### config.mk
export PLATFORM = sky130hd
export DESIGN_NAME = scb_regs
export DESIGN_NICKNAME = d
export VERILOG_FILES = /design/src/scb_pkg.sv /design/src/scb_regs.sv
export SDC_FILE = /design/constraint.sdc
export NUM_CORES = 1
export LEC_CHECK = 0
export BUFFER_PORTS_ARGS = -buffer_cell sky130_fd_sc_hd__buf_2
export CORE_ASPECT_RATIO = 0.8
export CORE_MARGIN = 2
export CORE_UTILIZATION = 35
export CTS_BUF_LIST = sky130_fd_sc_hd__clkbuf_16
export DETAILED_ROUTE_END_ITERATION = 8
export SETUP_SLACK_MARGIN = 0.1
export SYNTH_ARGS = -nofsm -noshare
export SYNTH_HDL_FRONTEND = slang
export SYNTH_SLANG_ARGS = --single-unit
### constraint.sdc
create_clock -name core_clk -period 2.05 [get_ports core_clk]
set_clock_uncertainty 0.05 [all_clocks]
set_input_delay 0.41 -clock core_clk [delete_from_list [all_inputs] [get_ports core_clk]]
set_output_delay 0.41 -clock core_clk [all_outputs]
set_load 0.02 [all_outputs]
### src/scb_pkg.sv
// constants, bus carriers and state codes for the system control register bank
`default_nettype none

package scb_pkg;

    // ------------------------------------------------------------
    // bus geometry
    // ------------------------------------------------------------
    localparam int SCB_AW = 6;
    localparam int SCB_DW = 32;

    // ------------------------------------------------------------
    // register byte offsets
    // ------------------------------------------------------------
    localparam logic [SCB_AW-1:0] SCB_OFS_TABLE = 6'h08;
    localparam logic [SCB_AW-1:0] SCB_OFS_RESET_CTL = 6'h0C;
    localparam logic [SCB_AW-1:0] SCB_OFS_SLEEP = 6'h10;
    localparam logic [SCB_AW-1:0] SCB_OFS_CONFIG = 6'h14;
    localparam logic [SCB_AW-1:0] SCB_OFS_PRI2 = 6'h1C;
    localparam logic [SCB_AW-1:0] SCB_OFS_PRI3 = 6'h20;

    // ------------------------------------------------------------
    // field positions
    // ------------------------------------------------------------
    localparam int SCB_TBL_LSB = 7;
    localparam int SCB_KEY_LSB = 16;
    localparam logic [15:0] SCB_WRITE_KEY = 16'h05FA;
    localparam int SCB_BYTE_ORDER_BIT = 15;
    localparam int SCB_RESET_REQ_BIT = 2;
    localparam int SCB_DBG_CLR_BIT = 1;
    localparam int SCB_EOP_BIT = 4;
    localparam int SCB_DEEP_BIT = 2;
    localparam int SCB_SOE_BIT = 1;
    localparam int SCB_STACK8_BIT = 9;
    localparam int SCB_TRAP_BIT = 3;
    localparam int SCB_PRI_SVC_MSB = 31;
    localparam int SCB_PRI_PSV_MSB = 23;
    localparam int SCB_PRI_TICK_MSB = 31;
    localparam logic [7:0] SCB_PRI_MAX = 8'hC0;

    // ------------------------------------------------------------
    // values after reset
    // ------------------------------------------------------------
    localparam logic [24:0] SCB_TBL_RST = 25'h0000000;
    localparam logic [1:0] SCB_PRI_RST = 2'h0;
    localparam logic SCB_CTL_RST = 1'b0;

    // ------------------------------------------------------------
    // carriers and state codes
    // ------------------------------------------------------------
    typedef struct packed {
        logic read;
        logic write;
        logic [SCB_AW-1:0] address;
        logic [SCB_DW-1:0] writedata;
        logic [3:0] byteenable;
    } scb_bus_req_s;

    typedef struct packed {
        logic [SCB_DW-1:0] readdata;
        logic waitrequest;
    } scb_bus_rsp_s;

    typedef enum logic [1:0] {
        SCB_IDLE = 2'b01,
        SCB_ACK = 2'b10
    } scb_bus_e;

endpackage : scb_pkg

`default_nettype wire

### src/scb_regs.sv
// system control register bank with sleep, wake-up and reset request logic
//
// Register access over Avalon-MM and the address map are this design's own decisions.
`default_nettype none

// Functional notes
// - table offset stores bits 31:7 of vector table base; bits 6:0 not stored.
// - reset control write acts only with key 0x05FA in bits 31:16, else discarded.
// - key field reads give no meaningful value; software ignores it.
// - byte order bit 15 always reads zero, meaning little-endian.
// - keyed write of one to bit 2 requests system reset; bit reads zero.
// - debug clear-active bit 1 reads zero; software writes zero there.
// - event-on-pending zero: enabled interrupts wake; one: all interrupts wake.
// - new pending event wakes waiting core, else is latched for next wait.
// - send-event instruction or external event input also wakes the core.
// - deep sleep select picks ordinary sleep at zero, deep sleep at one.
// - sleep-on-return set makes handler return to thread enter sleep.
// - stack alignment flag bit 9 reads one, eight-byte alignment.
// - misaligned trap flag reads one; each unaligned access raises hard fault.
// - second priority register holds supervisor call priority in top byte.
// - third priority register holds pendable service priority in bits 23:16.
// - third priority register holds tick priority in top byte, low half zero.
// - priority fields store only bits 7:6; bits 5:0 read zero.
// - configurable priority levels run 0 to 192 in steps of 64.

module scb_regs
    import scb_pkg::*;
#(
    parameter int IRQ_N = 32
) (
    input wire logic core_clk,
    input wire logic rst,
    input wire scb_bus_req_s bus_req,
    output var scb_bus_rsp_s bus_rsp,
    input wire logic [IRQ_N-1:0] irq_pending,
    input wire logic [IRQ_N-1:0] irq_enable,
    input wire logic send_event_instr,
    input wire logic ext_event,
    input wire logic core_in_wait_for_event,
    input wire logic handler_to_thread,
    input wire logic misaligned_access,
    output logic wake_core,
    output logic sleep_enter,
    output logic deep_sleep_select,
    output logic system_reset_request,
    output logic hard_fault_exception,
    output logic [24:0] table_base_field,
    output logic [1:0] supervisor_call_priority,
    output logic [1:0] pendable_service_priority,
    output logic [1:0] tick_priority
);

    // ------------------------------------------------------------
    // state
    // ------------------------------------------------------------
    typedef struct packed {
        scb_bus_e bus_st;
        logic rsp_wait;
        logic [SCB_DW-1:0] rdata;
        logic [24:0] tbl;
        logic eop;
        logic deep;
        logic soe;
        logic [1:0] pri_svc;
        logic [1:0] pri_psv;
        logic [1:0] pri_tick;
        logic [2:0] sync;
        logic ext_lvl;
        logic [IRQ_N-1:0] pend_prev;
        logic latch;
        logic wake;
        logic sleep_now;
        logic reset_req;
        logic fault;
    } scb_state_s;

    scb_state_s s_q;
    scb_state_s s_d;

    logic [IRQ_N-1:0] pend_new;
    logic ext_rise;
    logic evt;
    logic full_word;
    logic [SCB_DW-1:0] rd_word;

    // ------------------------------------------------------------
    // helpers
    // ------------------------------------------------------------
    // unaligned addresses never hit a register; partial byteenable is checked only on writes
    function automatic logic scb_hit(input logic [SCB_AW-1:0] a, input logic [SCB_AW-1:0] ofs);
        scb_hit = (a == ofs);
    endfunction : scb_hit

    // ------------------------------------------------------------
    // read multiplexer
    // ------------------------------------------------------------
    always_comb begin
        rd_word = '0;
        if (scb_hit(bus_req.address, SCB_OFS_TABLE)) begin
            rd_word[31:SCB_TBL_LSB] = s_q.tbl;
        end else if (scb_hit(bus_req.address, SCB_OFS_RESET_CTL)) begin
            // key, byte order, reset request and debug bits all read zero
            rd_word[31:SCB_KEY_LSB] = 16'h0000;
            rd_word[SCB_BYTE_ORDER_BIT] = 1'b0;
            rd_word[SCB_RESET_REQ_BIT] = 1'b0;
            rd_word[SCB_DBG_CLR_BIT] = 1'b0;
        end else if (scb_hit(bus_req.address, SCB_OFS_SLEEP)) begin
            rd_word[SCB_EOP_BIT] = s_q.eop;
            rd_word[SCB_DEEP_BIT] = s_q.deep;
            rd_word[SCB_SOE_BIT] = s_q.soe;
        end else if (scb_hit(bus_req.address, SCB_OFS_CONFIG)) begin
            rd_word[SCB_STACK8_BIT] = 1'b1;
            rd_word[SCB_TRAP_BIT] = 1'b1;
        end else if (scb_hit(bus_req.address, SCB_OFS_PRI2)) begin
            rd_word[SCB_PRI_SVC_MSB -: 2] = s_q.pri_svc;
        end else if (scb_hit(bus_req.address, SCB_OFS_PRI3)) begin
            rd_word[SCB_PRI_TICK_MSB -: 2] = s_q.pri_tick;
            rd_word[SCB_PRI_PSV_MSB -: 2] = s_q.pri_psv;
        end else begin
            rd_word = '0;
        end
    end

    // ------------------------------------------------------------
    // next state
    // ------------------------------------------------------------
    always_comb begin
        s_d = s_q;
        full_word = (bus_req.byteenable == 4'hF);
        s_d.rsp_wait = 1'b1;
        s_d.reset_req = 1'b0;
        s_d.wake = 1'b0;
        s_d.sleep_now = 1'b0;

        // bus slave: one wait cycle, write lands on the edge that sees waitrequest low
        case (s_q.bus_st)
            SCB_IDLE: begin
                if (bus_req.read || bus_req.write) begin
                    s_d.bus_st = SCB_ACK;
                    s_d.rsp_wait = 1'b0;
                    if (bus_req.read) begin
                        s_d.rdata = rd_word;
                    end
                end
            end
            SCB_ACK: begin
                s_d.bus_st = SCB_IDLE;
                if (bus_req.write && full_word) begin
                    if (scb_hit(bus_req.address, SCB_OFS_TABLE)) begin
                        s_d.tbl = bus_req.writedata[31:SCB_TBL_LSB];
                    end else if (scb_hit(bus_req.address, SCB_OFS_RESET_CTL)) begin
                        // wrong key drops the whole word; debug clear bit has no effect
                        if (bus_req.writedata[31:SCB_KEY_LSB] == SCB_WRITE_KEY) begin
                            s_d.reset_req = bus_req.writedata[SCB_RESET_REQ_BIT];
                        end
                    end else if (scb_hit(bus_req.address, SCB_OFS_SLEEP)) begin
                        // bits 3 and 0 are not stored, whatever software writes
                        s_d.eop = bus_req.writedata[SCB_EOP_BIT];
                        s_d.deep = bus_req.writedata[SCB_DEEP_BIT];
                        s_d.soe = bus_req.writedata[SCB_SOE_BIT];
                    end else if (scb_hit(bus_req.address, SCB_OFS_PRI2)) begin
                        s_d.pri_svc = bus_req.writedata[SCB_PRI_SVC_MSB -: 2];
                    end else if (scb_hit(bus_req.address, SCB_OFS_PRI3)) begin
                        s_d.pri_tick = bus_req.writedata[SCB_PRI_TICK_MSB -: 2];
                        s_d.pri_psv = bus_req.writedata[SCB_PRI_PSV_MSB -: 2];
                    end else begin
                        s_d.bus_st = SCB_IDLE;
                    end
                end
            end
            default: begin
                s_d.bus_st = SCB_IDLE;
            end
        endcase

        // external event: three stages, a change counts once stages two and three agree
        s_d.sync = {s_q.sync[1:0], ext_event};
        if (s_q.sync[2] == s_q.sync[1]) begin
            s_d.ext_lvl = s_q.sync[2];
        end
        ext_rise = (s_q.sync[2] == s_q.sync[1]) && s_q.sync[2] && !s_q.ext_lvl;

        // only a fresh pending edge counts, not a pending level
        pend_new = irq_pending & ~s_q.pend_prev & (irq_enable | {IRQ_N{s_q.eop}});
        s_d.pend_prev = irq_pending;
        evt = (|pend_new) || send_event_instr || ext_rise;

        // a waiting core consumes the event; otherwise it is held for the next wait
        if (core_in_wait_for_event && (evt || s_q.latch)) begin
            s_d.wake = 1'b1;
            s_d.latch = 1'b0;
        end else if (evt) begin
            s_d.latch = 1'b1;
        end

        if (handler_to_thread && s_q.soe) begin
            s_d.sleep_now = 1'b1;
        end
        s_d.fault = misaligned_access;
    end

    // ------------------------------------------------------------
    // registers
    // ------------------------------------------------------------
    always_ff @(posedge core_clk) begin
        if (rst) begin
            s_q <= '0;
            s_q.bus_st <= SCB_IDLE;
            s_q.rsp_wait <= 1'b1;
            s_q.tbl <= SCB_TBL_RST;
            s_q.eop <= SCB_CTL_RST;
            s_q.deep <= SCB_CTL_RST;
            s_q.soe <= SCB_CTL_RST;
            s_q.pri_svc <= SCB_PRI_RST;
            s_q.pri_psv <= SCB_PRI_RST;
            s_q.pri_tick <= SCB_PRI_RST;
        end else begin
            s_q <= s_d;
        end
    end

    // ------------------------------------------------------------
    // outputs
    // ------------------------------------------------------------
    assign bus_rsp.readdata = s_q.rdata;
    assign bus_rsp.waitrequest = s_q.rsp_wait;
    assign wake_core = s_q.wake;
    assign sleep_enter = s_q.sleep_now;
    assign deep_sleep_select = s_q.deep;
    assign system_reset_request = s_q.reset_req;
    assign hard_fault_exception = s_q.fault;
    assign table_base_field = s_q.tbl;
    assign supervisor_call_priority = s_q.pri_svc;
    assign pendable_service_priority = s_q.pri_psv;
    assign tick_priority = s_q.pri_tick;

    // ------------------------------------------------------------
    // assertions
    // ------------------------------------------------------------
    logic ack_wr;
    assign ack_wr = (s_q.bus_st == SCB_ACK) && bus_req.write && full_word;

    property p_tbl_write;
        @(posedge core_clk) disable iff (rst)
        ack_wr && scb_hit(bus_req.address, SCB_OFS_TABLE)
        |=> table_base_field == $past(bus_req.writedata[31:SCB_TBL_LSB]);
    endproperty
    a_tbl_write: assert property (p_tbl_write) else $error("table base not stored");

    property p_key_reject;
        @(posedge core_clk) disable iff (rst)
        ack_wr && scb_hit(bus_req.address, SCB_OFS_RESET_CTL)
        && (bus_req.writedata[31:SCB_KEY_LSB] != SCB_WRITE_KEY)
        |=> !system_reset_request;
    endproperty
    a_key_reject: assert property (p_key_reject) else $error("unkeyed write acted");

    property p_reset_pulse;
        @(posedge core_clk) disable iff (rst)
        ack_wr && scb_hit(bus_req.address, SCB_OFS_RESET_CTL)
        && (bus_req.writedata[31:SCB_KEY_LSB] == SCB_WRITE_KEY) && bus_req.writedata[SCB_RESET_REQ_BIT]
        |=> system_reset_request ##1 !system_reset_request;
    endproperty
    a_reset_pulse: assert property (p_reset_pulse) else $error("reset pulse wrong");

    property p_ctl_read;
        @(posedge core_clk) disable iff (rst)
        (s_q.bus_st == SCB_IDLE) && bus_req.read && scb_hit(bus_req.address, SCB_OFS_RESET_CTL)
        |=> !bus_rsp.waitrequest && (bus_rsp.readdata == 32'h00000000);
    endproperty
    a_ctl_read: assert property (p_ctl_read) else $error("reset control read nonzero");

    property p_cfg_read;
        @(posedge core_clk) disable iff (rst)
        (s_q.bus_st == SCB_IDLE) && bus_req.read && scb_hit(bus_req.address, SCB_OFS_CONFIG)
        |=> bus_rsp.readdata == 32'h00000208;
    endproperty
    a_cfg_read: assert property (p_cfg_read) else $error("config flags wrong");

    property p_pri_read;
        @(posedge core_clk) disable iff (rst)
        (s_q.bus_st == SCB_IDLE) && bus_req.read && scb_hit(bus_req.address, SCB_OFS_PRI3)
        |=> (bus_rsp.readdata[29:24] == 6'h00) && (bus_rsp.readdata[21:0] == 22'h000000)
        && ({bus_rsp.readdata[31:30], 6'h00} <= SCB_PRI_MAX);
    endproperty
    a_pri_read: assert property (p_pri_read) else $error("priority low bits set");

    property p_wait_one;
        @(posedge core_clk) disable iff (rst)
        !bus_rsp.waitrequest |=> bus_rsp.waitrequest;
    endproperty
    a_wait_one: assert property (p_wait_one) else $error("waitrequest low twice");

    property p_event_latched;
        @(posedge core_clk) disable iff (rst)
        (s_q.latch && !core_in_wait_for_event) ##1 core_in_wait_for_event |=> wake_core;
    endproperty
    a_event_latched: assert property (p_event_latched) else $error("latched event lost");

    property p_disabled_quiet;
        @(posedge core_clk) disable iff (rst)
        core_in_wait_for_event && !s_q.latch && !s_q.eop && !send_event_instr && !ext_rise
        && ((irq_pending & ~s_q.pend_prev & irq_enable) == '0)
        |=> !wake_core;
    endproperty
    a_disabled_quiet: assert property (p_disabled_quiet) else $error("disabled interrupt woke core");

    property p_ext_wake;
        @(posedge core_clk) disable iff (rst)
        ext_rise && core_in_wait_for_event |=> wake_core;
    endproperty
    a_ext_wake: assert property (p_ext_wake) else $error("external event missed");

    property p_sleep_exit;
        @(posedge core_clk) disable iff (rst)
        handler_to_thread |=> sleep_enter == $past(s_q.soe);
    endproperty
    a_sleep_exit: assert property (p_sleep_exit) else $error("sleep on return wrong");

    property p_fault;
        @(posedge core_clk) disable iff (rst)
        misaligned_access |=> hard_fault_exception;
    endproperty
    a_fault: assert property (p_fault) else $error("no hard fault");

endmodule : scb_regs

`default_nettype wire

After elaboration in Yosys (flattened, before gate mapping)
Index checks and enable logic that the tools add are counted.
- bits of input ports: 115
- word-level logic and storage cells: 88
- output and inout port bits: 69
- flip-flop bits (word level): 110
- bitwise logic cells: 12
- equality and inequality tests: 11
- reduce and logical (&&, ||, !) cells: 19
- mux-type cells: 28
- operator list (cell ; number):
    two-way mux 30 bit ; 4
    AND 32 bit ; 2
    two-way mux 33 bit ; 1
    two-way mux 32 bit ; 1
    NOT 32 bit ; 1
    OR 32 bit ; 1
    OR reduction 32 bit ; 1
    two-way mux 27 bit ; 1
    two-way mux 25 bit ; 1
    two-way mux 24 bit ; 1
    two-way mux 22 bit ; 1
    equality test 6 x 5 -> 1 bit, second input constant ; 3
    two-way mux 17 bit ; 1
    equality test 16 x 11 -> 1 bit, second input constant ; 1
    equality test 6 x 4 -> 1 bit, second input constant ; 2
    two-way mux 12 bit ; 1
    two-way mux 2 bit ; 5
    two-way mux 1 bit ; 8
    NOT 1 bit ; 8
    two-way mux 7 bit ; 1
    AND reduction 7 bit ; 1
    equality test 6 bit, second input constant ; 1
    AND reduction 3 bit ; 2
    AND reduction 6 bit ; 1
    12 further kinds ; 20

Logic depth before layout (Yosys ltp)
- depth after elaboration: 13
- depth in mapped cells: 8
- mapped depth without buffers: 5

Worst setup path before layout
No wires, ideal clock.
- path type: input -> register
- start: input bus_req[39] in the netlist's numbering
- end: register s_q (netlist bit pendable_service_priority[0])
- data arrival time: 1.352 ns
- setup slack: 0.520 ns
- stages: 6
- library setup time: 0.128 ns
- required time: 1.872 ns
- buffers on the path: 1
- path through: nor4_2 > and3b_2 > and2b_1 > buf_6 > mux2i_1 > nor2_1
- word-level cells in the longest chain between the ends: 3
- elaborated cells between the ends (all ways): 10
- those cells by class: eq/ne: 5; bitwise: 4; reduce/logical: 1
- ends and longest elaborated chain (item ; RTL line ; source):
    start: declaration ; scb_regs.sv:33 ; input wire scb_bus_req_s bus_req,
    equality test 6 x 5 -> 1 bit / equality test 6 x 4 -> 1 bit (equally long branches) ; scb_regs.sv:91 ; scb_hit = (a == ofs);
    NOT 1 bit (no source line) ; - ;
    AND reduction 7 bit (no source line) * ; - ;
    end: declaration ; scb_regs.sv:77 ; scb_state_s s_q;
Mark *: on every way between the ends. The rest lies on a longest branch, timed or not.
A chain may end at the register's enable or synchronous reset.

Worst setup path after layout
- start: register s_q[13] in the netlist's numbering
- end: register s_q (netlist bit wake_core)
- word-level cells in the longest chain between the ends: 9
- ends and longest elaborated chain (item ; RTL line ; source):
    NOT 32 bit ; scb_regs.sv:184 ; pend_new = irq_pending & ~s_q.pend_prev & (irq_enable | {IRQ_N{s_q.eop}});
    AND 32 bit (2 in series) ; scb_regs.sv:184 ;
    OR reduction 32 bit ; scb_regs.sv:186 ; evt = (|pend_new) || send_event_instr || ext_rise;
    logical OR 1 bit (2 in series) ; scb_regs.sv:186 ;
    logical OR 1 bit ; scb_regs.sv:189 ; if (core_in_wait_for_event && (evt || s_q.latch)) begin
    logical AND 1 bit ; scb_regs.sv:189 ;
    two-way mux 1 bit ; scb_regs.sv:189 ;
Every way passes these cells.

==> impl_summary.log <==
[metrics] register bit count reported by yosys: approximately 110
[metrics] antenna violations before repair: 0
[metrics] number of design-rule violations left by the first detailed-router iteration: around 190
[metrics] largest net degree at the start of global routing: 40
[metrics] Switching Fraction: 23.2%
[metrics] cell chosen for the clock root: clkbuf_16
[metrics] placer's final routability congestion estimate: between 0.8 and 0.9
[metrics] setup fix buffers added after clock tree synthesis: 0
[metrics] Area Overhead vs Synth: 18.9%
[metrics] worst ir drop on vdd: 0.000406 V
[metrics] area share of the leading cell type in the synthesized netlist: a little under half
[metrics] antenna viol nets, final: 0
[metrics] number of inserted diodes: 0
[metrics] slew of the pin with the lowest slew margin: 555 ps
[metrics] Worst path max stage delay: ~380 ps
[metrics] Clock Latency Late Sink: ~340 ps
[metrics] sum of negative setup slack: 0 ps
[metrics] share of total power in sequential cells: around 51%
[metrics] Required @ worst endpoint: approximately 2200 ps
[metrics] unrepaired setup endpoints after global routing: no
[metrics] data arrival at the endpoint of the critical path: about 1900 ps
[metrics] starting density of the core: a little over a third
[metrics] proportion of power drawn by combinational gates: approximately a tenth
[metrics] number of fill cells in the layout: between 1000 and 1500
[metrics] number of buffers on the longest clock path: 2
[metrics] number of vias in the routed layout: just under 4000
[metrics] critical path class: flip-flop to flip-flop
[metrics] sum of buffers and inverters on the critical path: 2
[metrics] final-report hold violation count: 0
[metrics] height of the die: between 100 and 150 um
[metrics] commonest non-fill, non-tap cells in the layout: buf_2 (175), dfxtp_1 (107), nand2_1 (76)
[metrics] number of standard cells in the final layout excluding fillers: 830
[metrics] overall power of the completed layout: 4210 uW
[metrics] wire per inst: approximately 14 um
[metrics] netlist area before placement: around 0.0046 mm^2
[metrics] top cell family by delay on the critical path: compound AO/OA/AOI/OAI gates
[metrics] Tmin final: 1710 ps
[metrics] Fmax: slightly below 600 MHz
[metrics] io pins: about 180
[metrics] ratio of final minimum period to clock period: between 80% and 90%
[metrics] sequential element share of the synthesized area: 46.1%
[metrics] Max-slew headroom: about 63%
[metrics] post-CTS resize count: 0
[metrics] final number of setup-violating endpoints: 0
[metrics] width of the chip: around 130 um
[metrics] cell row count: 37
[metrics] deepest level of the CTS H-tree: 3
[metrics] synthesized-area fraction occupied by adder cells: less than 1%
[metrics] most congested layer reported by global routing: met2
[metrics] leakage power: 0.00243 uW
[metrics] Core Footprint: 0.0129 mm^2
[metrics] number of buffers inserted for hold repair after clock tree synthesis: 0
[metrics] fraction of met2 tracks used by global routing: a little over a quarter
[metrics] number of design rule violations left after detail routing: 0
[metrics] total track usage: between 10% and 20%
[metrics] number of global-route vias before repair: ~3800
[metrics] clock buffers created by TritonCTS: 9
[metrics] Post-Synth XOR/XNOR Area: 0%
[metrics] number of pins with negative max-slew slack in the final report: 0
[metrics] critical path peak fanout: 2
[metrics] proportion of synthesized area in mux cells: between 2 and 2.5%
[metrics] aggregate routed wire length: 11800 um
[metrics] clock-pin transition on the worst setup and hold timing paths: around 70 ps
[metrics] I/O Buffers: around 180
[metrics] Max stage delay cell, worst path: o41ai_1
[metrics] share of flip-flops with an asynchronous set or reset after synthesis: 0%
[metrics] share of post-route cells with drive strength above 1: between 30% and 40%
[metrics] CTS tree: done
[metrics] worst min path class: input port to flip-flop
[metrics] warnings from Yosys: 0
[metrics] CTS sink count: between 100 and 150
[metrics] fraction of met3 tracks used by global routing: roughly 4.2%
[metrics] distinct cell type count of the synthesized netlist: between 40 and 50
[metrics] met1 Use GR: 21.6%
[metrics] first-pass GRT wire length: about 19000 um
[metrics] launching element type of the critical path: flip-flop
[metrics] list of cells traversed by the critical path: inv_1 -> a222oi_1 -> o2111ai_1 -> o41ai_1 -> buf_4 -> a311oi_1
[metrics] max-capacitance violation count: 0
[metrics] largest family of logic cells by synthesized area: simple AND/OR/NAND/NOR gates
[metrics] number of flops mapped to enable cells by yosys: 0
[metrics] primary flip-flop cell chosen by synthesis mapping: dfxtp_1
[metrics] Cell Pwr Density: roughly 760 mW/mm^2
[metrics] net switching component of the power: 976 uW
[metrics] cell count after placement: roughly 800
[metrics] synthesized instance count: approximately 540
[metrics] compound-cell area share of the yosys netlist: 10.6%
[metrics] number of nets in the layout: between 700 and 800
[metrics] status: finished, final reports clean
[metrics] via count normalized by instance count: 4.72
[metrics] simple-gate portion of the synthesized area: approximately 25%
[metrics] top cells by area in the synthesized netlist: dfxtp_1 (46%), buf_4 (11%), nand2_1 (6.1%)
[metrics] hpwl dp: slightly below 9000 um
[metrics] area of the die: 0.0142 mm^2
[metrics] type of destination of the critical path: flip-flop
[metrics] Avg Cell Area, Syn: ~8.6 um^2
[metrics] leftover overflow at the end of global routing: 0
[metrics] post-synthesis cell type with the largest combined area: dfxtp_1
[metrics] Clk network pwr share: between 30% and 40%
[metrics] most frequent standard cell in the layout excluding fill and tap cells: buf_2
[metrics] Internal Pwr Total: 3240 uW
[metrics] Initial DRT Pass Iterations: 5
[cell usage after synthesis (3+ instances only)]
library cell / instances
clkbuf_1: 16
a21oi_1: 52
inv_1: 25
buf_2: 7
dfxtp_1: 107
nor2b_1: 31
nand2_1: 76
nor2_1: 37
mux2i_1: 10
nand2b_1: 5
nand4_1: 3
nand3b_1: 13
nor3b_1: 7
o211ai_1: 8
nor3_1: 7
buf_6: 4
o2111ai_1: 4
nand4b_1: 3
and4_1: 3
nand3_1: 25
buf_4: 66
[area by class of cell]
type | instances | area, um^2 | share of cell area [%]
Clock inverter | 6 | 58.8 | 1.06
Inverter | 25 | 93.8 | 1.70
Timing Repair Buffer | 189 | 1010 | 18.2
Multi-Input combinational cell | 319 | 1790 | 32.3
Clock buffer | 9 | 225 | 4.07
Sequential cell | 107 | 2140 | 38.7
Tap cell | 175 | 219 | 3.96
[power groups by stage]
stage	Clock [uW]	Combinational, uW	Sequential [uW]
after global placement	0	388	2200
after detailed placement	0	395	2200
after CTS	1730	397	2150
after floorplan	0	210	2200
final	1670	392	2150
after global routing	1810	435	2160
[sequential cells by signal, summed over array words and instances (netlist names)]
register                   count
deep_sleep_select              1
pendable_service_priority      2
system_reset_request           1
tick_priority                  2
s_d                            2
bus_rsp                       30
s_q                           39
sleep_enter                    1
supervisor_call_priority       2
hard_fault_exception           1
table_base_field              25
wake_core                      1
[path summary, 6_finish.rpt]
check / start / endpoint / slack (ps) / cells after the start
min: core_in_wait_for_event / s_q[4] / 190 / 2
max: s_q[13] / wake_core / 340 / 6
min reg2reg: bus_rsp[22] / bus_rsp[22] / 400 / 2
max reg2reg: s_q[13] / wake_core / 340 / 6
[kinds of logic after synthesis]
| logic type | after synthesis |
|---|---|
| AND/OR/NAND/NOR | 224 |
| buffers and inverters | 118 |
| flip-flops | 107 |
| AO/OA/AOI/OAI | 81 |
| multiplexers | 10 |
| adder cells (fa/ha/maj) | 1 |
| other | 1 |
[per-layer routing]
layer	share of wire, %	wire (um)	vias up
met3	6.2	729	14
met4	1.7	200	0
met1	46	5440	1806
met5	0	0	-
li1	-	-	1958
met2	46	5430	137
[stage by stage]
| step | worst slack [ps] | util (%) | area, um^2 | hold slack [ps] |
|---|---|---|---|---|
| 2_1_floorplan | 520 | - | 4660 | 364 |
| 3_3_place_gp | 132 | 40.6 | 5250 | 386 |
| 3_5_place_dp | 41.7 | 40.6 | 5250 | 391 |
| 4_1_cts | 369 | 42.8 | 5530 | 175 |
| 5_1_grt | 165 | 42.8 | 5530 | 186 |
| 6_report | 343 | 42.8 | 5530 | 192 |
(Power assumes the default switching activity.)
